===== src/include/calendar_clock_pkg.sv =====
// Purpose: Shared constants and types for the calendar clock with alarm
// Assumes: 8-bit I/O register port, 20 MHz reference clock
// Notes: Addresses are the low byte of the I/O address
package calendar_clock_pkg;
    // Register addresses
    localparam logic [7:0] ADDR_TICK_COUNT = 8'he0;
    localparam logic [7:0] ADDR_MINUTE = 8'he1;
    localparam logic [7:0] ADDR_HOUR = 8'he2;
    localparam logic [7:0] ADDR_WEEKDAY = 8'he3;
    localparam logic [7:0] ADDR_MONTH_DAY = 8'he4;
    localparam logic [7:0] ADDR_MONTH = 8'he5;
    localparam logic [7:0] ADDR_YEAR = 8'he6;
    localparam logic [7:0] ADDR_CENTURY = 8'he7;
    localparam logic [7:0] ADDR_ALM_SECOND = 8'he8;
    localparam logic [7:0] ADDR_ALM_MINUTE = 8'he9;
    localparam logic [7:0] ADDR_ALM_HOUR = 8'hea;
    localparam logic [7:0] ADDR_ALM_WEEKDAY = 8'heb;
    localparam logic [7:0] ADDR_ALM_CTRL = 8'hec;
    localparam logic [7:0] ADDR_CTRL = 8'hed;
    // Control register bit positions
    localparam int CTRL_ALARM_FLAG = 7;
    localparam int CTRL_INT_EN = 6;
    localparam int CTRL_BCD_EN = 5;
    localparam int CTRL_LINE_SRC = 4;
    localparam int CTRL_FREQ_50 = 3;
    localparam int CTRL_UNLOCK = 0;
    // Alarm enable bit positions in the alarm control register
    localparam int AEN_SECOND = 0;
    localparam int AEN_MINUTE = 1;
    localparam int AEN_HOUR = 2;
    localparam int AEN_WEEKDAY = 3;
    // Values after reset
    localparam logic [3:0] ALARM_EN_RESET = 4'h0;
    localparam logic [7:0] ALARM_VAL_RESET = 8'h00;
    // Source edges per second
    localparam int XTAL_HZ = 32768;
    localparam int LINE_50_HZ = 50;
    localparam int LINE_60_HZ = 60;
    localparam logic [15:0] XTAL_EDGES = 16'(XTAL_HZ);
    localparam logic [15:0] LINE_50_EDGES = 16'(LINE_50_HZ);
    localparam logic [15:0] LINE_60_EDGES = 16'(LINE_60_HZ);
    // Field limits in binary
    localparam logic [6:0] SECOND_MAX = 7'd59;
    localparam logic [6:0] MINUTE_MAX = 7'd59;
    localparam logic [6:0] HOUR_MAX = 7'd23;
    localparam logic [6:0] WEEKDAY_MIN = 7'd1;
    localparam logic [6:0] WEEKDAY_MAX = 7'd7;
    localparam logic [6:0] MONTH_MAX = 7'd12;
    localparam logic [6:0] YEAR_MAX = 7'd99;

    // Register access request from the processor I/O cycle
    typedef struct packed {
        logic rd;
        logic wr;
        logic [7:0] addr;
        logic [7:0] wdata;
    } io_req_t;
endpackage


===== src/verilog/calendar_clock.sv =====
// Purpose: Battery-backed calendar clock with one-second alarm compare
// Assumes: Crystal and mains clocks arrive on pins, async to i_ref_clk
// Notes: Count registers have no reset so they survive a system reset
// How it works
// - Separate seconds, minutes, hours, weekday, month day, year, century; 24-hour.
// - Every count and alarm register uses binary or decimal, by one select bit.
// - Month day kept correct; leap years handled only in decimal encoding.
// - Alarm set points for seconds, minutes, hours, weekday, each with own enable.
// - Alarm raised only when every enabled alarm equals its count; others ignored.
// - Alarm sets the flag; interrupt asserted only when interrupt enable is 1.
// - Reading the control register clears the flag and drops the interrupt.
// - Alarm value and alarm control registers are writable regardless of lock.
// - Alarm compare runs each time the count advances, once per second.
// - Writing unlock as 0 forces a compare, even if it was already 0.
// - Count source is the 32 kHz crystal or an external 50/60 Hz clock.
// - Control register selects clock source and 50 or 60 Hz line rate.
// - Any control register write clears the one-second prescaler.
// - After power-up reset all alarms are disabled; counts undefined.
// - Unlock stops counting and clears prescaler; lock restarts it from zero.
// - Unlocked: counting stops, counts writable. Locked: counting runs, writes ignored.
// - System reset leaves the clock locked, counting and read-only.
// - System reset leaves the seconds count unchanged.
// - Decimal seconds: tens 0-5 in [7:4], ones 0-9 in [3:0].
// - Binary seconds: one 8-bit value 00h-3Bh.
// - Hours: binary 00h-17h; decimal tens 0-2, ones 0-9.
// - Weekday counts 1 to 7 in low nibble; upper nibble reads zero.
`timescale 1ns/1ps
module calendar_clock (
    // Clock and reset
    input wire logic i_ref_clk,
    input wire logic i_rst_b,
    // Processor I/O cycle
    input wire calendar_clock_pkg::io_req_t i_io,
    output logic [7:0] o_io_rdata,
    // Count sources from pins
    input wire logic i_xtal_clk,
    input wire logic i_line_clk,
    // Interrupt to processor
    output logic o_alarm_irq
);
    // Binary to selected encoding
    function automatic logic [7:0] enc(input logic [6:0] b, input logic bcd);
        enc = bcd ? {4'(b / 7'd10), 4'(b % 7'd10)} : {1'b0, b};
    endfunction

    // Selected encoding to binary
    function automatic logic [6:0] dec(input logic [7:0] v, input logic bcd);
        dec = bcd ? 7'({3'b0, v[7:4]} * 7'd10 + {3'b0, v[3:0]}) : v[6:0];
    endfunction

    // Wrap or advance one field in the selected encoding
    function automatic logic [7:0] step(input logic [7:0] v, input logic [6:0] max,
                                       input logic [6:0] min, input logic bcd);
        if (v == enc(max, bcd)) begin
            step = enc(min, bcd);
        end else if (bcd && v[3:0] == 4'h9) begin
            step = {4'(v[7:4] + 4'h1), 4'h0};
        end else begin
            step = 8'(v + 8'h01);
        end
    endfunction

    // Control and alarm state
    logic unlock_q, int_en_q, bcd_q, line_src_q, freq_50_q, alarm_flag_q;
    logic [3:0] alarm_en_q;
    logic [7:0] alm_second_q, alm_minute_q, alm_hour_q, alm_weekday_q;
    // Count registers, no reset
    logic [7:0] tick_count_register, minute_q, hour_count_register, weekday_count_register;
    logic [7:0] month_day_q, month_q, year_q, century_q;
    logic [7:0] second_d, minute_d, hour_d, weekday_d, month_day_d, month_d, year_d;
    logic [7:0] century_d;
    logic c_min, c_hour, c_day, c_month, c_year, c_cent;
    // Source synchronisers and prescaler
    logic xtal_s1_q, xtal_s2_q, xtal_s3_q, line_s1_q, line_s2_q, line_s3_q;
    logic src_edge;
    logic [15:0] presc_q, presc_limit;
    logic tick, compare_q, alarm_match;
    logic ctrl_wr, ctrl_rd, count_wr;
    logic [6:0] dim;

    assign ctrl_wr = i_io.wr && i_io.addr == calendar_clock_pkg::ADDR_CTRL;
    assign ctrl_rd = i_io.rd && i_io.addr == calendar_clock_pkg::ADDR_CTRL;
    assign count_wr = i_io.wr && unlock_q;

    // Two-flop sync per pin, third flop only for edge detect
    always_ff @(posedge i_ref_clk or negedge i_rst_b) begin
        if (!i_rst_b) begin
            xtal_s1_q <= 1'b0;
            xtal_s2_q <= 1'b0;
            xtal_s3_q <= 1'b0;
            line_s1_q <= 1'b0;
            line_s2_q <= 1'b0;
            line_s3_q <= 1'b0;
        end else begin
            xtal_s1_q <= i_xtal_clk;
            xtal_s2_q <= xtal_s1_q;
            xtal_s3_q <= xtal_s2_q;
            line_s1_q <= i_line_clk;
            line_s2_q <= line_s1_q;
            line_s3_q <= line_s2_q;
        end
    end

    // Rising edge of the selected source
    assign src_edge = line_src_q ? (line_s2_q && !line_s3_q)
                                 : (xtal_s2_q && !xtal_s3_q);
    assign presc_limit = !line_src_q ? calendar_clock_pkg::XTAL_EDGES
                       : freq_50_q ? calendar_clock_pkg::LINE_50_EDGES
                       : calendar_clock_pkg::LINE_60_EDGES;
    assign tick = src_edge && presc_q == 16'(presc_limit - 16'h0001)
                  && !unlock_q && !ctrl_wr;

    // Prescaler; held clear while unlocked, so locking restarts from zero
    always_ff @(posedge i_ref_clk or negedge i_rst_b) begin
        if (!i_rst_b) begin
            presc_q <= 16'h0000;
        end else if (ctrl_wr || unlock_q) begin
            presc_q <= 16'h0000;
        end else if (src_edge) begin
            presc_q <= tick ? 16'h0000 : 16'(presc_q + 16'h0001);
        end
    end

    // Control register; reset leaves the clock locked
    always_ff @(posedge i_ref_clk or negedge i_rst_b) begin
        if (!i_rst_b) begin
            unlock_q <= 1'b0;
            int_en_q <= 1'b0;
            bcd_q <= 1'b0;
            line_src_q <= 1'b0;
            freq_50_q <= 1'b0;
        end else if (ctrl_wr) begin
            unlock_q <= i_io.wdata[calendar_clock_pkg::CTRL_UNLOCK];
            int_en_q <= i_io.wdata[calendar_clock_pkg::CTRL_INT_EN];
            bcd_q <= i_io.wdata[calendar_clock_pkg::CTRL_BCD_EN];
            line_src_q <= i_io.wdata[calendar_clock_pkg::CTRL_LINE_SRC];
            freq_50_q <= i_io.wdata[calendar_clock_pkg::CTRL_FREQ_50];
        end
    end

    // Alarm registers, writable whatever the lock state
    always_ff @(posedge i_ref_clk or negedge i_rst_b) begin
        if (!i_rst_b) begin
            alarm_en_q <= calendar_clock_pkg::ALARM_EN_RESET;
            alm_second_q <= calendar_clock_pkg::ALARM_VAL_RESET;
            alm_minute_q <= calendar_clock_pkg::ALARM_VAL_RESET;
            alm_hour_q <= calendar_clock_pkg::ALARM_VAL_RESET;
            alm_weekday_q <= calendar_clock_pkg::ALARM_VAL_RESET;
        end else if (i_io.wr) begin
            unique case (i_io.addr)
                calendar_clock_pkg::ADDR_ALM_SECOND: alm_second_q <= i_io.wdata;
                calendar_clock_pkg::ADDR_ALM_MINUTE: alm_minute_q <= i_io.wdata;
                calendar_clock_pkg::ADDR_ALM_HOUR: alm_hour_q <= i_io.wdata;
                calendar_clock_pkg::ADDR_ALM_WEEKDAY: alm_weekday_q <= {4'h0, i_io.wdata[3:0]};
                calendar_clock_pkg::ADDR_ALM_CTRL: alarm_en_q <= i_io.wdata[3:0];
                default: ;
            endcase
        end
    end

    // Days in current month; February gains a day only in decimal mode
    always_comb begin
        unique case (dec(month_q, bcd_q))
            7'd4, 7'd6, 7'd9, 7'd11: dim = 7'd30;
            7'd2: dim = (bcd_q && dec(year_q, bcd_q) % 7'd4 == 7'd0
                        && (year_q != 8'h00 || dec(century_q, bcd_q) % 7'd4 == 7'd0))
                        ? 7'd29 : 7'd28;
            default: dim = 7'd31;
        endcase
    end

    // Carry chain from seconds to century
    always_comb begin
        c_min = tick && tick_count_register == enc(calendar_clock_pkg::SECOND_MAX, bcd_q);
        c_hour = c_min && minute_q == enc(calendar_clock_pkg::MINUTE_MAX, bcd_q);
        c_day = c_hour && hour_count_register == enc(calendar_clock_pkg::HOUR_MAX, bcd_q);
        c_month = c_day && month_day_q == enc(dim, bcd_q);
        c_year = c_month && month_q == enc(calendar_clock_pkg::MONTH_MAX, bcd_q);
        c_cent = c_year && year_q == enc(calendar_clock_pkg::YEAR_MAX, bcd_q);
        second_d = step(tick_count_register, calendar_clock_pkg::SECOND_MAX, 7'd0, bcd_q);
        minute_d = step(minute_q, calendar_clock_pkg::MINUTE_MAX, 7'd0, bcd_q);
        hour_d = step(hour_count_register, calendar_clock_pkg::HOUR_MAX, 7'd0, bcd_q);
        weekday_d = step(weekday_count_register, calendar_clock_pkg::WEEKDAY_MAX,
                         calendar_clock_pkg::WEEKDAY_MIN, bcd_q);
        month_day_d = step(month_day_q, dim, 7'd1, bcd_q);
        month_d = step(month_q, calendar_clock_pkg::MONTH_MAX, 7'd1, bcd_q);
        year_d = step(year_q, calendar_clock_pkg::YEAR_MAX, 7'd0, bcd_q);
        century_d = step(century_q, calendar_clock_pkg::YEAR_MAX, 7'd0, bcd_q);
    end

    // Count registers: no reset so a system reset leaves them alone
    always_ff @(posedge i_ref_clk) begin
        if (count_wr && i_io.addr == calendar_clock_pkg::ADDR_TICK_COUNT) begin
            tick_count_register <= i_io.wdata;
        end else if (tick) begin
            tick_count_register <= second_d;
        end
        if (count_wr && i_io.addr == calendar_clock_pkg::ADDR_MINUTE) begin
            minute_q <= i_io.wdata;
        end else if (c_min) begin
            minute_q <= minute_d;
        end
        if (count_wr && i_io.addr == calendar_clock_pkg::ADDR_HOUR) begin
            hour_count_register <= i_io.wdata;
        end else if (c_hour) begin
            hour_count_register <= hour_d;
        end
        if (count_wr && i_io.addr == calendar_clock_pkg::ADDR_WEEKDAY) begin
            weekday_count_register <= {4'h0, i_io.wdata[3:0]};
        end else if (c_day) begin
            weekday_count_register <= weekday_d;
        end
        if (count_wr && i_io.addr == calendar_clock_pkg::ADDR_MONTH_DAY) begin
            month_day_q <= i_io.wdata;
        end else if (c_day) begin
            month_day_q <= month_day_d;
        end
        if (count_wr && i_io.addr == calendar_clock_pkg::ADDR_MONTH) begin
            month_q <= i_io.wdata;
        end else if (c_month) begin
            month_q <= month_d;
        end
        if (count_wr && i_io.addr == calendar_clock_pkg::ADDR_YEAR) begin
            year_q <= i_io.wdata;
        end else if (c_year) begin
            year_q <= year_d;
        end
        if (count_wr && i_io.addr == calendar_clock_pkg::ADDR_CENTURY) begin
            century_q <= i_io.wdata;
        end else if (c_cent) begin
            century_q <= century_d;
        end
    end

    // Compare one cycle after the count moves, so the new count is seen
    always_ff @(posedge i_ref_clk or negedge i_rst_b) begin
        if (!i_rst_b) begin
            compare_q <= 1'b0;
        end else begin
            compare_q <= tick
                || (ctrl_wr && !i_io.wdata[calendar_clock_pkg::CTRL_UNLOCK]);
        end
    end

    // Enabled fields must all match; with none enabled nothing fires
    assign alarm_match = (alarm_en_q != 4'h0)
        && (!alarm_en_q[calendar_clock_pkg::AEN_SECOND] || alm_second_q == tick_count_register)
        && (!alarm_en_q[calendar_clock_pkg::AEN_MINUTE] || alm_minute_q == minute_q)
        && (!alarm_en_q[calendar_clock_pkg::AEN_HOUR] || alm_hour_q == hour_count_register)
        && (!alarm_en_q[calendar_clock_pkg::AEN_WEEKDAY]
            || alm_weekday_q == weekday_count_register);

    // Alarm flag: a set in the clearing cycle wins
    always_ff @(posedge i_ref_clk or negedge i_rst_b) begin
        if (!i_rst_b) begin
            alarm_flag_q <= 1'b0;
        end else if (compare_q && alarm_match) begin
            alarm_flag_q <= 1'b1;
        end else if (ctrl_rd) begin
            alarm_flag_q <= 1'b0;
        end
    end

    assign o_alarm_irq = alarm_flag_q && int_en_q;

    // Read data captured on the read strobe
    always_ff @(posedge i_ref_clk or negedge i_rst_b) begin
        if (!i_rst_b) begin
            o_io_rdata <= 8'h00;
        end else if (i_io.rd) begin
            unique case (i_io.addr)
                calendar_clock_pkg::ADDR_TICK_COUNT: o_io_rdata <= tick_count_register;
                calendar_clock_pkg::ADDR_MINUTE: o_io_rdata <= minute_q;
                calendar_clock_pkg::ADDR_HOUR: o_io_rdata <= hour_count_register;
                calendar_clock_pkg::ADDR_WEEKDAY: o_io_rdata <= weekday_count_register;
                calendar_clock_pkg::ADDR_MONTH_DAY: o_io_rdata <= month_day_q;
                calendar_clock_pkg::ADDR_MONTH: o_io_rdata <= month_q;
                calendar_clock_pkg::ADDR_YEAR: o_io_rdata <= year_q;
                calendar_clock_pkg::ADDR_CENTURY: o_io_rdata <= century_q;
                calendar_clock_pkg::ADDR_ALM_SECOND: o_io_rdata <= alm_second_q;
                calendar_clock_pkg::ADDR_ALM_MINUTE: o_io_rdata <= alm_minute_q;
                calendar_clock_pkg::ADDR_ALM_HOUR: o_io_rdata <= alm_hour_q;
                calendar_clock_pkg::ADDR_ALM_WEEKDAY: o_io_rdata <= alm_weekday_q;
                calendar_clock_pkg::ADDR_ALM_CTRL: o_io_rdata <= {4'h0, alarm_en_q};
                calendar_clock_pkg::ADDR_CTRL: o_io_rdata <= {alarm_flag_q, int_en_q, bcd_q,
                    line_src_q, freq_50_q, 2'b00, unlock_q};
                default: o_io_rdata <= 8'h00; // Unmapped reads zero
            endcase
        end
    end
endmodule // calendar_clock


===== config.mk =====
export PLATFORM = sky130hd
export DESIGN_NAME = calendar_clock
export DESIGN_NICKNAME = d
export VERILOG_FILES = /design/src/include/calendar_clock_pkg.sv /design/src/verilog/calendar_clock.sv
export SDC_FILE = /design/constraint.sdc
export NUM_CORES = 1
export LEC_CHECK = 0
export BUFFER_PORTS_ARGS = -buffer_cell sky130_fd_sc_hd__buf_2
export CORE_UTILIZATION = 63
export CTS_CLUSTER_DIAMETER = 60
export CTS_CLUSTER_SIZE = 20
export DETAILED_ROUTE_END_ITERATION = 10
export PLACE_DENSITY = 0.79
export SLEW_MARGIN = 20
export SYNTH_ARGS = -nofsm -noshare
export SYNTH_HDL_FRONTEND = slang
export SYNTH_SLANG_ARGS = --single-unit

===== constraint.sdc =====
create_clock -name i_ref_clk -period 3.79 [get_ports i_ref_clk]
set_input_delay 0.758 -clock i_ref_clk [delete_from_list [all_inputs] [get_ports i_ref_clk]]
set_output_delay 0.758 -clock i_ref_clk [all_outputs]
set_load 0.005 [all_outputs]

# After elaboration in Yosys (flattened, before gate mapping)
# Index checks and enable logic that the tools add are counted.
# totals
ff_bits	133
word_cells	221
# op_classes
div	2
mul	3
n_eq_ne	40
mux	51
n_reduce_logical	75
addsub	21
# ops
op	n
8-bit two-way mux	32
8-bit equality test, second input constant	14
8-bit one-hot mux with 14 select lines	1
8-bit by 1-bit adder with 8-bit output, second input constant	8
16-bit two-way mux	4
8-bit equality test	7
1-bit logical AND	39
4-bit by 1-bit adder with 4-bit output, second input constant	8
4-bit equality test, second input constant	8
2-bit nonzero test	10
16-bit by 1-bit adder with 16-bit output, second input constant	1
16-bit equality test	1
16-bit by 1-bit subtractor with 16-bit output, second input constant	1
7-bit by 3-bit equality test with 1-bit output, second input constant	2
7-bit by 4-bit equality test with 1-bit output, second input constant	2
7-bit zero test	2
7-bit two-way mux	2
4-bit two-way mux	3
2-bit AND reduction	5
1-bit zero test	9
4-bit by 8-bit equality test with 1-bit output	1
8-bit by 3-bit equality test with 1-bit output, second input constant	1
8-bit by 5-bit equality test with 1-bit output	1
8-bit by 6-bit equality test with 1-bit output	1
other kinds (17)	29

# Logic depth before layout (Yosys ltp)
# Gate-level depths: netlist of the first run.
# logic_depth
word_depth	16
depth_mapped	13
depth_no_buf	11

# Worst setup path before layout of the first run
# OpenSTA, ideal clock, no wires.
# synth_path
kind	register -> register
startpoint	register month_q[5]
endpoint	register month_q[0], enable pin
path_stages_with_launch	13
n_path_buf	1
required_time_ns	3.464
t_arrival_ns	2.992
slack_ns	0.473
cell_sequence	edfxtp_1 -> ha_1 -> ha_1 -> inv_1 -> fa_1 -> xnor2_1 -> xor2_1 -> a311oi_1 -> or4_1 -> nand3_1 -> o211a_1 -> buf_2 -> a21o_1
# synth_via
elab_chain_cells	11
word_cells_on_any_way	16
# synth_rtl
element	line_no	text
start: declaration	calendar_clock.sv:69	logic [7:0] month_day_q, month_q, year_q, century_q;
start signal: assignment	calendar_clock.sv:219	month_q <= i_io.wdata;
start signal: assignment	calendar_clock.sv:221	month_q <= month_d;
4-bit by 3-bit multiplier with 6-bit output	calendar_clock.sv:48	dec = bcd ? 7'({3'b0, v[7:4]} * 7'd10 + {3'b0, v[3:0]}) : v[6:0];
7-bit by 4-bit adder with 7-bit output	calendar_clock.sv:48	
7-bit two-way mux (*)	calendar_clock.sv:48	
7-bit by 3-bit equality test with 1-bit output or 7-bit by 4-bit equality test with 1-bit output (tied branches)	calendar_clock.sv:163	unique case (dec(month_q, bcd_q))
4-bit OR reduction	calendar_clock.sv:163	
2-bit one-hot mux with 2 select lines (*)	calendar_clock.sv:163	
7-bit by 4-bit remainder unit with 7-bit output or 7-bit by 4-bit divider with 7-bit output (tied branches)	calendar_clock.sv:43	enc = bcd ? {4'(b / 7'd10), 4'(b % 7'd10)} : {1'b0, b};
8-bit two-way mux (*)	calendar_clock.sv:43	
8-bit equality test (*)	calendar_clock.sv:177	c_month = c_day && month_day_q == enc(dim, bcd_q);
1-bit logical AND (*)	calendar_clock.sv:177	
2-bit nonzero test (no source line) (*)	-	
# Mark *: on every way between the ends. The rest lies on a longest branch, timed or not.
# A chain may end at the register's enable or synchronous reset.

# Worst setup path in the final report of the first run
# layout_path
startpoint	register month_q[7]
endpoint	register month_day_q[2] (data pin)
# layout_via
elab_chain_cells	12
word_cells_on_any_way	17
# layout_rtl
element	line_no	text
4-bit by 3-bit multiplier with 6-bit output (*)	calendar_clock.sv:48	
7-bit by 4-bit adder with 7-bit output (*)	calendar_clock.sv:48	
7-bit two-way mux (*)	calendar_clock.sv:48	
7-bit by 3-bit equality test with 1-bit output or 7-bit by 4-bit equality test with 1-bit output (tied branches)	calendar_clock.sv:163	
4-bit OR reduction	calendar_clock.sv:163	
2-bit one-hot mux with 2 select lines (*)	calendar_clock.sv:163	
7-bit by 4-bit remainder unit with 7-bit output or 7-bit by 4-bit divider with 7-bit output (tied branches)	calendar_clock.sv:43	
8-bit two-way mux (*)	calendar_clock.sv:43	
8-bit equality test (*)	calendar_clock.sv:54	if (v == enc(max, bcd)) begin
8-bit two-way mux (*)	calendar_clock.sv:54	
8-bit two-way mux (*)	calendar_clock.sv:215	end else if (c_day) begin
8-bit two-way mux (*)	calendar_clock.sv:213	if (count_wr && i_io.addr == calendar_clock_pkg::ADDR_MONTH_DAY) begin
end signal: assignment	calendar_clock.sv:214	month_day_q <= i_io.wdata;
end signal: assignment	calendar_clock.sv:216	month_day_q <= month_day_d;
end: declaration	calendar_clock.sv:69	
# Mark *: on every way between the ends. The rest lies on a longest branch, timed or not. The select of a mux whose other input is x is not followed.

==> metrics.txt, run 1 <==
CTS tree=yes; Int Pwr=0.002694 W; Post-Place Cells=about 1.2k; RSZ-0062 raised after global routing=false; Root Buffer=clkbuf_16; Reg clk slew, reported paths=60 ps; core area=roughly 14000 um^2; vias in the first global route=between 7k and 8k; Layout Nets=around 1.1k; Worst Skew=between 9 and 10 ps; Fill cells=around 1.1k; htree depth=4; CP max FO=7; initial antenna violation count=1; number of flops mapped to enable cells by yosys=60; Fin. Hold Viols=0; first-pass GRT wire length=41.12 mm; max_cap viols=0; PwrDens=359.4 nW/um^2; WL/cell=around 22 um; Clock Latency Late Sink=~440 ps; sw frac=0.2515; post-synthesis cell area=9117 um^2; Worst Setup SP=month_q[7]$_DFFE_PP_; post-synth net total=about 1.1k; die area=around 15000 um^2; port bufs=30; FF-to-FF Start=month_q[7]$_DFFE_PP_; Yosys warning count=0; reg-to-reg slack, setup=about 240 ps; Ports=31; die width=122.3 um; count leader, synth=nand2_1; ANT nets after route=0; count of final setup violators=0; sequential cell area fraction in the yosys report=0.3958; Clock Sinks=around 130; max-slew violation count=0; static leakage=slightly below 4 nW; #FFs+latches synth=around 130; crit start category=register; Clk pwr share=0.482; VDD IR max=between 0.0002 and 0.0003 V; worst hold-check path type=in2async; Synth area leaders=edfxtp_1 (20%), dfrtp_1 (19%), nand2_1 (5.7%); fraction of registers with async set/reset=0.5188; Avg Vias per Cell=between 6 and 7; Non-Filler Instances=between 1k and 1.5k; P_sw=0.0009053 W; final wirelength=approximately 26 mm; total power=between 0.003 and 0.004 W; Post-synth top flop=dfrtp_1; combinational fraction of design power=0.074; number of DRC markers in iteration 0=about 1.1k; Seq pwr share=0.444; Die Ht=about 120 um; reg2reg end=month_day_q[2]$_DFFE_PP_; CTS Buf Count=17; r2r worst-path depth=12; worst slew pin tran=759.9 ps; Crit Path Class=reg2reg; largest net degree at the start of global routing=40; Cell Rows=43; share of cells above drive strength 1=0.1500; setup_tns=0 ps; Period minus WS final=3555 ps; vias=roughly 8.1k; Synth Instances=approximately 1000; post-synth top area cell=edfxtp_1; Worst Setup EP=month_day_q[2]$_DFFE_PP_; area grow syn2layout=9.839%; area share of the largest cell type after synthesis=0.1976; Avg Inst Size Synth=approximately 9.2 um^2; Yosys cell types=76; Initial DRT Pass Iterations=10; Hold-fix buffers, CTS=0; FMAX=281.3 MHz; fin crit share=0.9379; Initial Utilization=0.6518; DP HPWL=approximately 18 mm; residual overflow from global routing=0; crit path DAT=roughly 3800 ps; clock buffer depth=2; Placer Congestion=slightly below 1; Post-synth top cells=nand2_1 (138), o21ai_0 (77), dfrtp_1 (69); Total GRT Usage=0.3670; WP data required=4020 ps; outcome=completed; CP Capture Type=register; relative slew slack=0.4915; DR DRC count=0
## through the flow
| step | instance area (um^2) | hold WS [ps] | setup slack (ps) | util |
|---|---|---|---|---|
| after floorplan | 9117 | 331.2 | 472.6 | - |
| after global placement | 9388 | 332.2 | 396.5 | 0.6711 |
| after detailed placement | 9388 | 336.4 | 179.4 | 0.6711 |
| after CTS | 10010 | 258.5 | 151.7 | 0.7154 |
| after global routing | 10010 | 278.8 | 72.37 | 0.7159 |
| final | 10010 | 263.2 | 235.3 | 0.7159 |
## layer usage
layer | part of all wire | vias up | routed length, um | global-route usage
met5 | 0 | - | 0 | 0
met4 | 0.046 | 0 | 1216 | 0.1997
met3 | 0.12 | 112 | 3134 | 0.08550
met2 | 0.44 | 548 | 11530 | 0.5358
met1 | 0.40 | 3849 | 10600 | 0.5036
li1 | - | 3625 | - | -
## final cells by class
class | count | area, um^2 | share of cell area
antenna | 1 | 2.502 | 0.0002499
clock buffer | 20 | 478.0 | 0.04773
clock inverter | 12 | 141.4 | 0.01412
inverter | 33 | 123.9 | 0.01237
multi-input combinational | 755 | 5105 | 0.5097
sequential | 133 | 3608 | 0.3603
tap | 180 | 225.2 | 0.02249
timing repair buffer | 54 | 330.3 | 0.03298
## power groups by stage
stage | combinational [W] | clock (W) | sequential [W]
2_1_floorplan | 0.000176 | 0 | 0.00160
3_3_place_gp | 0.000251 | 0 | 0.00162
3_5_place_dp | 0.000258 | 0 | 0.00162
4_1_cts | 0.000260 | 0.00173 | 0.00160
5_1_grt | 0.000287 | 0.00179 | 0.00160
6_report | 0.000266 | 0.00173 | 0.00160
## critical path, cell delays in order (launching register included)
cell	delay, ps
edfxtp_1	470
ha_1	330
ha_1	130
inv_1	40
fa_1	370
xnor2_1	170
nor4b_1	340
a311oi_1	120
or2_2	310
o21a_1	180
o211a_1	320
buf_4	200
o41ai_1	360
## flip-flops by register name, summed over array words and instances, names as in the netlist, 4 cells and up
| register | count |
|---|---|
| alm_second_q | 8 |
| month_day_q | 8 |
| weekday_count_register | 8 |
| century_q | 8 |
| alm_minute_q | 8 |
| tick_count_register | 8 |
| presc_q | 16 |
| o_io_rdata | 8 |
| hour_count_register | 8 |
| alarm_en_q | 4 |
| month_q | 8 |
| minute_q | 8 |
| alm_hour_q | 8 |
| year_q | 8 |
| alm_weekday_q | 4 |
## worst min path at each step
stage	startpoint	slack, ps	end	cells after the start
after floorplan	line_s1_q$_DFF_PN0_	330	line_s2_q$_DFF_PN0_	0
after global placement	line_s1_q$_DFF_PN0_	330	line_s2_q$_DFF_PN0_	0
after detailed placement	line_s1_q$_DFF_PN0_	340	line_s2_q$_DFF_PN0_	0
after CTS	i_rst_b	260	alm_hour_q[0]$_DFFE_PN0P_	1
after global routing	i_rst_b	280	alm_hour_q[0]$_DFFE_PN0P_	1
final	i_rst_b	260	alarm_en_q[3]$_DFFE_PN0P_	1
## cell usage in the layout, fill, tap and decap left out, drive strengths merged, types with 10 or more instances in the layout
| master | count |
|---|---|
| a21oi | 33 |
| edfxtp | 60 |
| o22ai | 13 |
| o21ai | 78 |
| nand4b | 10 |
| nand4 | 15 |
| xor2 | 23 |
| nor3 | 18 |
| a221oi | 12 |
| and3 | 17 |
| nand3 | 54 |
| clkbuf | 20 |
| nand2 | 138 |
| mux2 | 38 |
| buf | 54 |
| o31ai | 18 |
| xnor2 | 59 |
| inv | 36 |
| dfrtp | 69 |
| ha | 37 |
| mux2i | 10 |
| nor2 | 42 |
## cell families after synthesis
family,count (synthesis),synth area share
simple gates,356,0.1977
compound gates,229,0.1662
flops,133,0.3958
buf+inv,101,0.04597
xor+xnor,82,0.07877
mux,49,0.06038
fa+ha+maj,39,0.05517
## timing repair
action,4_1_cts,5_1_grt
setup endpoints to repair,0,16
setup buffers,0,0
gates resized for setup,0,2
No activity file was read; power rests on OpenSTA's default activity.
==> run 2, diff against run 1 <==
--- a/config.mk
+++ b/config.mk
@@ -5,6 +5,7 @@
 export SDC_FILE = /design/constraint.sdc
 export NUM_CORES = 1
 export LEC_CHECK = 0
+export ABC_AREA = 1
 export BUFFER_PORTS_ARGS = -buffer_cell sky130_fd_sc_hd__buf_2
 export CORE_UTILIZATION = 63
 export CTS_CLUSTER_DIAMETER = 60
==> constraint.sdc (replaced) <==
create_clock -name i_ref_clk -period 3.79 [get_ports i_ref_clk]
set_input_delay 0.379 -clock i_ref_clk [delete_from_list [all_inputs] [get_ports i_ref_clk]]
set_output_delay 0.379 -clock i_ref_clk [all_outputs]
set_load 0.005 [all_outputs]
==> run 2 against run 1 <==
Net effect:
- clock power about the same
- design area down 0.70%
- count of clock-buffer cells in the layout up 3
- sequential share of layout area up 0.25 points
- via count up 6.6%
- critical path depth up 7
- first-iteration DRC count down 3.7%
- fmax up 2.4%
- synthesized area down 1.2%
- clock skew down 2.8 ps
- synthesized cell count up 15%
- die area down 1.2%
- largest power group unchanged
==> metrics.txt, run 2 <==
outcome=completed (unchanged); WP data required=3920 ps (was 4020 ps); Area after DPL=9289 um^2 (was 9388 um^2); relative slew slack=0.4735 (was 0.4915); static leakage=4.477 nW (was 3.959 nW); crit-path cells=ha_1 -> ha_1 -> inv_1 -> fa_1 -> nor2_2 -> nand3_1 -> nand2_1 -> nand2_1 -> nand2_1 -> nand3_1 -> nand2_1 -> nand3_1 -> nand3_1 -> nand3_1 -> nor2_4 -> buf_4 -> inv_2 -> o21ai_1 -> buf_4 (was ha_1 -> ha_1 -> inv_1 -> fa_1 -> xnor2_1 -> nor4b_1 -> a311oi_1 -> or2_2 -> o21a_1 -> o211a_1 -> buf_4 -> o41ai_1); final wirelength=26.60 mm (was 26.48 mm); RSZ-0062 raised after global routing=false (unchanged); die area=14780 um^2 (was 14960 um^2); Crit Path Class=reg2reg (unchanged); DP HPWL=19.08 mm (was 18.43 mm); number of flops mapped to enable cells by yosys=60 (unchanged); Seq pwr share=0.443 (was 0.444); area of the multi-input gates=4592 um^2 (was 5105 um^2); core area=13930 um^2 (was 13990 um^2); Fill cells=1100 (was 1059); #FFs+latches synth=133 (unchanged); P_sw=0.0008024 W (was 0.0009053 W); Top reg by flops=presc_q (unchanged); sw frac=0.2293 (was 0.2515); Clock Latency Late Sink=430 ps (was 440 ps); CP max-delay cell=edfxtp_1 (unchanged); Post-synth top flop=dfrtp_1 (unchanged); Period minus WS final=3472 ps (was 3555 ps); DR DRC count=0 (unchanged); setup_tns=0 ps (unchanged); Yosys cell types=61 (was 76); CP Capture Type=register (unchanged); Post-synth top cells=nand2_1 (235), inv_1 (163), o21ai_0 (94) (was nand2_1 (138), o21ai_0 (77), dfrtp_1 (69)); reg-to-reg slack, setup=320 ps (was 240 ps); Ports=31 (unchanged); Initial DRT Pass Iterations=7 (was 10); FMAX=288.0 MHz (was 281.3 MHz); sequential cell area fraction in the yosys report=0.4006 (was 0.3958); first-pass GRT wire length=41.17 mm (was 41.12 mm); max_cap viols=0 (unchanged); worst hold-check path type=in2reg (was in2async); worst slew pin tran=788.9 ps (was 759.9 ps); count of final setup violators=0 (unchanged); most frequent cells in the layout=nand2_1 (235), inv_1 (163), o21ai_0 (94) (was nand2_1 (138), o21ai_0 (77), dfrtp_1 (69)); Largest register FFs=16 (unchanged); CP max FO=8 (was 7); WL/cell=19.52 um (was 22.29 um); area grow syn2layout=10.39% (was 9.839%); WL met3=2.830 mm (was 3.134 mm); post-synthesis cell area=9009 um^2 (was 9117 um^2); Final Cell Area=9945 um^2 (was 10010 um^2); Synth Instances=1139 (was 989); max incr delay on CP=510 ps (was 470 ps); initial antenna violation count=1 (unchanged); VDD IR max=0.0003712 V (was 0.0002952 V); Fin. Hold Viols=0 (unchanged); area share of the largest cell type after synthesis=0.2000 (was 0.1976); Worst Skew=6.965 ps (was 9.737 ps); port bufs=30 (unchanged); Placer Congestion=0.9740 (unchanged); Total GRT Usage=0.3734 (was 0.3670); residual overflow from global routing=0 (unchanged); post-synth net total=1200 (was 1050); Yosys warning count=0 (unchanged); Avg Inst Size Synth=7.909 um^2 (was 9.219 um^2); Layout Nets=1230 (was 1055); Die Ht=121.6 um (was 122.3 um); post_cts resized=0 (unchanged); vias in the first global route=7792 (was 7487); Clock Sinks=133 (unchanged); Root Buffer=clkbuf_16 (unchanged); max-slew violation count=0 (unchanged); most used cell, CP=nand3_1 (was ha_1); clock buffer depth=2 (unchanged); Top Layer Used=met4 (unchanged); vias=8670 (was 8134); fin crit share=0.9160 (was 0.9379); crit start category=register (unchanged); post-synth top area cell=edfxtp_1 (unchanged); Avg Vias per Cell=6.361 (was 6.847); die width=121.6 um (was 122.3 um); metal2 WL=11.95 mm (was 11.53 mm); largest net degree at the start of global routing=52 (was 40); htree depth=4 (unchanged); PwrDens=351.9 nW/um^2 (was 359.4 nW/um^2); fraction of registers with async set/reset=0.5188 (unchanged); Synth area leaders=edfxtp_1 (20%), dfrtp_1 (19%), nand2_1 (9.8%) (was edfxtp_1 (20%), dfrtp_1 (19%), nand2_1 (5.7%)); CTS tree=yes (unchanged); Initial Utilization=0.6465 (was 0.6518); Clk pwr share=0.502 (was 0.482); Int Pwr=0.002697 W (was 0.002694 W); sequential cell area=3608 um^2 (unchanged); crit path DAT=3600 ps (was 3790 ps); most common cell after layout, fill and taps aside=nand2_1 (unchanged); M1 WL=10.90 mm (was 10.60 mm); Hold WS=54.95 ps (was 263.2 ps); Cell Rows=43 (unchanged); Post-CTS Repair Setup Buffers=0 (unchanged); ANT nets after route=0 (unchanged); CTS Buf Count=17 (unchanged); Hold-fix buffers, CTS=1 (was 0); share of cells above drive strength 1=0.1041 (was 0.1500); number of DRC markers in iteration 0=1033 (was 1073); count leader, synth=nand2_1 (unchanged); combinational fraction of design power=0.055 (was 0.074); Reg clk slew, reported paths=60 ps (about the same)
==> run 2: changes by cell type after synthesis, sizes merged, moves of 11 or more <==
cell and change:
xnor2 -46, buf -12, nand4 +22, clkbuf -32, inv +146, mux2 -38, o31ai -14, and3 -17
o22ai +52, o21ai +22, xor2 +11, nand2 +103, nor2 +41
==> run 2: logic make-up (layout without fill, tap and decap cells) <==
logic type,Yosys count,count (layout),synth area share
flip-flops,133,133,0.4006
AO/OA/AOI/OAI,247,247,0.1681
adder cells (fa/ha/maj),39,39,0.05583
buffers and inverters,205,248,0.08972
other,0,1,0
AND/OR/NAND/NOR,468,468,0.2401
XOR/XNOR,47,47,0.04570
==> run 2: power by group through the flow <==
stage	registers (W)	logic [W]	clock network (W)
finish	0.00155	0.000193	0.00176
global route	0.00155	0.000209	0.00181
detailed placement	0.00158	0.000185	0
floorplan	0.00157	0.000111	0
CTS	0.00155	0.000189	0.00176
global placement	0.00157	0.000181	0
==> run 2: metal layers <==
layer  up-vias  track usage
met5         -            0
li1       3983            -
met2       565       0.5597
met1      4048       0.5125
met3        74      0.08661
met4         0       0.1752
==> run 2: per-stage QoR <==
stage                 util  power, W  worst slack, ps  std cells
CTS                 0.7135  0.003496            334.9       1362
floorplan                -  0.001679            477.9       1139
global placement    0.6666  0.001756            434.6       1329
global route        0.7137  0.003569            71.81       1363
detailed placement  0.6666  0.001760            351.5       1329
finish              0.7137  0.003500            318.3       1363
==> run 2: final cells by class <==
| class | count | area share |
|---|---|---|
| multi-input combinational | 801 | 0.4618 |
| sequential | 133 | 0.3629 |
| inverter | 181 | 0.06870 |
| clock buffer | 23 | 0.05335 |
| tap | 180 | 0.02265 |
| timing repair buffer | 35 | 0.01912 |
| clock inverter | 9 | 0.01132 |
| antenna | 1 | 0.0002516 |
==> run 2: worst max-delay path: cells and delay by family (launching register included) <==
family	cells	cell delay, ps
simple gates	11	1090
fa+ha+maj	3	980
flops	1	510
buf+inv	4	470
compound gates	1	110
==> run 2: path summary, 6_finish.rpt <==
| path | startpoint | to | cells after the start |
|---|---|---|---|
| max in group asynchronous | i_rst_b | o_io_rdata[0]$_DFFE_PN0P_ | 3 |
| min in group asynchronous | i_rst_b | presc_q[10]$_DFFE_PN0P_ | 2 |
| min reg2reg | line_s1_q$_DFF_PN0_ | line_s2_q$_DFF_PN0_ | 0 |
| min | i_line_clk | line_s1_q$_DFF_PN0_ | 1 |
| max reg2reg | month_q[5]$_DFFE_PP_ | month_q[2]$_DFFE_PP_ | 19 |
| max | month_q[5]$_DFFE_PP_ | month_q[2]$_DFFE_PP_ | 19 |
==> run 3, diff against run 2 <==
--- a/config.mk
+++ b/config.mk
@@ -7,7 +7,9 @@
 export LEC_CHECK = 0
 export ABC_AREA = 1
 export BUFFER_PORTS_ARGS = -buffer_cell sky130_fd_sc_hd__buf_2
-export CORE_UTILIZATION = 63
+export CELL_PAD_IN_SITES_DETAIL_PLACEMENT = 0
+export CELL_PAD_IN_SITES_GLOBAL_PLACEMENT = 1
+export CORE_UTILIZATION = 48
 export CTS_CLUSTER_DIAMETER = 60
 export CTS_CLUSTER_SIZE = 20
 export DETAILED_ROUTE_END_ITERATION = 10
==> constraint.sdc (replaced) <==
create_clock -name i_ref_clk -period 3.8 [get_ports i_ref_clk]
set_input_delay 0.38 -clock i_ref_clk [delete_from_list [all_inputs] [get_ports i_ref_clk]]
set_output_delay 0.38 -clock i_ref_clk [all_outputs]
set_load 0.005 [all_outputs]
==> run 3 against run 2 <==
Net effect:
- flip-flop and latch count is the same
- count of clock-buffer cells in the layout shrank 5
- global-route usage shrank 6.6 points
- register-to-register slack gained 20 ps
- hold slack lost 2.3 ps
- first-iteration DRC count shrank 8.5%
==> metrics.txt, run 3 (synthesis results as in run 2) <==
vias in the first global route=7900 (was 7792); Final Cell Area=9987 um^2 (was 9945 um^2); core area=18150 um^2 (was 13930 um^2); DR DRC count=0 (unchanged); ANT nets after route=0 (unchanged); Reg clk slew, reported paths=60 ps (about the same); residual overflow from global routing=0 (unchanged); Worst Skew=11.48 ps (was 6.965 ps); Ports=31 (unchanged); Period minus WS final=3457 ps (was 3472 ps); fin crit share=0.9097 (was 0.9160); PwrDens=347.3 nW/um^2 (was 351.9 nW/um^2); Largest register FFs=16 (unchanged); RSZ-0062 raised after global routing=false (unchanged); htree depth=4 (unchanged); Clock Latency Late Sink=430 ps (about the same); Top reg by flops=presc_q (unchanged); max incr delay on CP=480 ps (was 510 ps); Root Buffer=clkbuf_16 (unchanged); first-pass GRT wire length=44.80 mm (was 41.17 mm); CP max-delay cell=edfxtp_1 (unchanged); Initial DRT Pass Iterations=7 (unchanged); diodes inserted=0 (was 1); crit-path cells=ha_1 -> ha_1 -> inv_1 -> fa_1 -> nor2_2 -> nand3_1 -> nand2_1 -> nand2_1 -> nand2_1 -> nand3_1 -> nand2_1 -> nand3_1 -> nand3_1 -> nand3_1 -> nor2_4 -> nand4_1 -> nand2_2 (was ha_1 -> ha_1 -> inv_1 -> fa_1 -> nor2_2 -> nand3_1 -> nand2_1 -> nand2_1 -> nand2_1 -> nand3_1 -> nand2_1 -> nand3_1 -> nand3_1 -> nand3_1 -> nor2_4 -> buf_4 -> inv_2 -> o21ai_1 -> buf_4); max-slew violation count=0 (unchanged); CP Capture Type=register (unchanged); CTS Buf Count=17 (unchanged); initial antenna violation count=0 (was 1); Post-CTS Repair Setup Buffers=0 (unchanged); DP Worst Slack=283.9 ps (was 351.5 ps); Layout Nets=1232 (was 1230); cell family with the largest share of critical-path delay=simple AND/OR/NAND/NOR gates (unchanged); max_cap viols=0 (unchanged); r2r worst-path depth=17 (was 19); Crit Path Class=reg2reg (unchanged); reg2reg end=century_q[1]$_DFFE_PP_ (was month_q[2]$_DFFE_PP_); Hold-fix buffers, CTS=0 (was 1); static leakage=4.465 nW (was 4.477 nW); area grow syn2layout=10.86% (was 10.39%); worst hold-check path type=in2reg (unchanged); Worst Setup SP=month_q[7]$_DFFE_PP_ (was month_q[5]$_DFFE_PP_); CP max FO=8 (unchanged); Area after DPL=9375 um^2 (was 9289 um^2); die area=19320 um^2 (was 14780 um^2); Worst path depth=17 (was 19); Total GRT Usage=0.3071 (was 0.3734); Worst Setup EP=century_q[1]$_DFFE_PP_ (was month_q[2]$_DFFE_PP_); most used cell, CP=nand3_1 (unchanged); most frequent cells in the layout=nand2_1 (233), inv_1 (163), o21ai_0 (94) (was nand2_1 (235), inv_1 (163), o21ai_0 (94)); setup_tns=0 ps (unchanged); Avg Vias per Cell=5.950 (was 6.361); Placer Congestion=0.9404 (was 0.9740); final wirelength=28.45 mm (was 26.60 mm); vias=8407 (was 8670); largest net degree at the start of global routing=70 (was 52); WP data required=3920 ps (about the same); Final Util=0.5503 (was 0.7137); most common cell after layout, fill and taps aside=nand2_1 (unchanged); Die Ht=139.0 um (was 121.6 um); count of final setup violators=0 (unchanged); Clock Sinks=133 (unchanged); clock buffer depth=2 (unchanged); crit path DAT=3570 ps (was 3600 ps); Fin. Hold Viols=0 (unchanged); Fill cells=1761 (was 1100); area of the multi-input gates=4597 um^2 (was 4592 um^2); WL/cell=20.14 um (was 19.52 um); Cell Rows=49 (was 43); reg-to-reg slack, setup=340 ps (was 320 ps); VDD IR max=0.0003117 V (was 0.0003712 V); FF-to-FF Start=month_q[7]$_DFFE_PP_ (was month_q[5]$_DFFE_PP_); Worst Hold Depth=1 (unchanged); share of cells above drive strength 1=0.1073 (was 0.1041); Initial Utilization=0.4964 (was 0.6465); outcome=completed (unchanged); number of DRC markers in iteration 0=945 (was 1033); worst slew pin tran=921.6 ps (was 788.9 ps); die width=139.0 um (was 121.6 um); relative slew slack=0.3856 (was 0.4735); DP HPWL=21.06 mm (was 19.08 mm); CP bufs+invs=1 (was 4); FMAX=289.3 MHz (was 288.0 MHz); sequential cell area=3608 um^2 (unchanged); post-route worst setup slack=343.3 ps (was 318.3 ps); port bufs=30 (unchanged); CTS tree=yes (unchanged); crit start category=register (unchanged)
## run 3: cell count changes in the layout (fill, tap and decap cells not counted), moves of 2 or more
cell | before | now
buf_4 | 4 | 8
clkbuf_16 | 19 | 17
clkbuf_8 | 4 | 0
inv_6 | 0 | 3
nand2_1 | 235 | 233
nand2_2 | 4 | 6
## run 3: how the worst min path moves through the flow
stage / start / to / slack, ps
2_1_floorplan: i_rst_b / alarm_en_q[0]$_DFFE_PN0P_ / 80
3_3_place_gp: line_s1_q$_DFF_PN0_ / line_s2_q$_DFF_PN0_ / 330
3_5_place_dp: line_s1_q$_DFF_PN0_ / line_s2_q$_DFF_PN0_ / 340
4_1_cts: i_xtal_clk / xtal_s1_q$_DFF_PN0_ / 40
5_1_grt: i_xtal_clk / xtal_s1_q$_DFF_PN0_ / 40
6_report: i_xtal_clk / xtal_s1_q$_DFF_PN0_ / 50
## run 3: timing repair
item                                    CTS  global route
endpoints found under the hold margin     0             0
resized for setup                         0             2
endpoints found under the setup margin    0            16
## run 3: final cells by class
cell class	instances	share of cell area
multi-input combinational	801	0.4603
sequential	133	0.3613
inverter	181	0.06840
clock buffer	18	0.04297
tap	229	0.02869
timing repair buffer	37	0.02055
clock inverter	14	0.01779
## run 3: power by group
part	leakage (nW)	total [W]	switching, W	internal, W
clock	0.295	0.00173	0.000691	0.00104
sequential	1.53	0.00154	0.0000245	0.00152
combinational	2.64	0.000192	0.000139	0.0000536
total	4.46	0.00347	0.000854	0.00261
## run 3: routing by layer
layer / up-vias / part of all wire / GRT usage
met1: 3996 / 0.44 / 0.4190
met5: - / 0 / 0
met2: 368 / 0.45 / 0.4713
li1: 3984 / - / -
met4: 0 / 0.033 / 0.1368
met3: 59 / 0.079 / 0.06215
## run 3: metrics by stage
| stage | cells | hold WS [ps] | power [W] |
|---|---|---|---|
| 6_report | 1413 | 52.65 | 0.003468 |
| 5_1_grt | 1413 | 37.08 | 0.003565 |
| 4_1_cts | 1413 | 43.98 | 0.003478 |
| 3_5_place_dp | 1381 | 337.1 | 0.001763 |
| 3_3_place_gp | 1381 | 332.5 | 0.001762 |
| 2_1_floorplan | 1139 | 84.41 | 0.001674 |
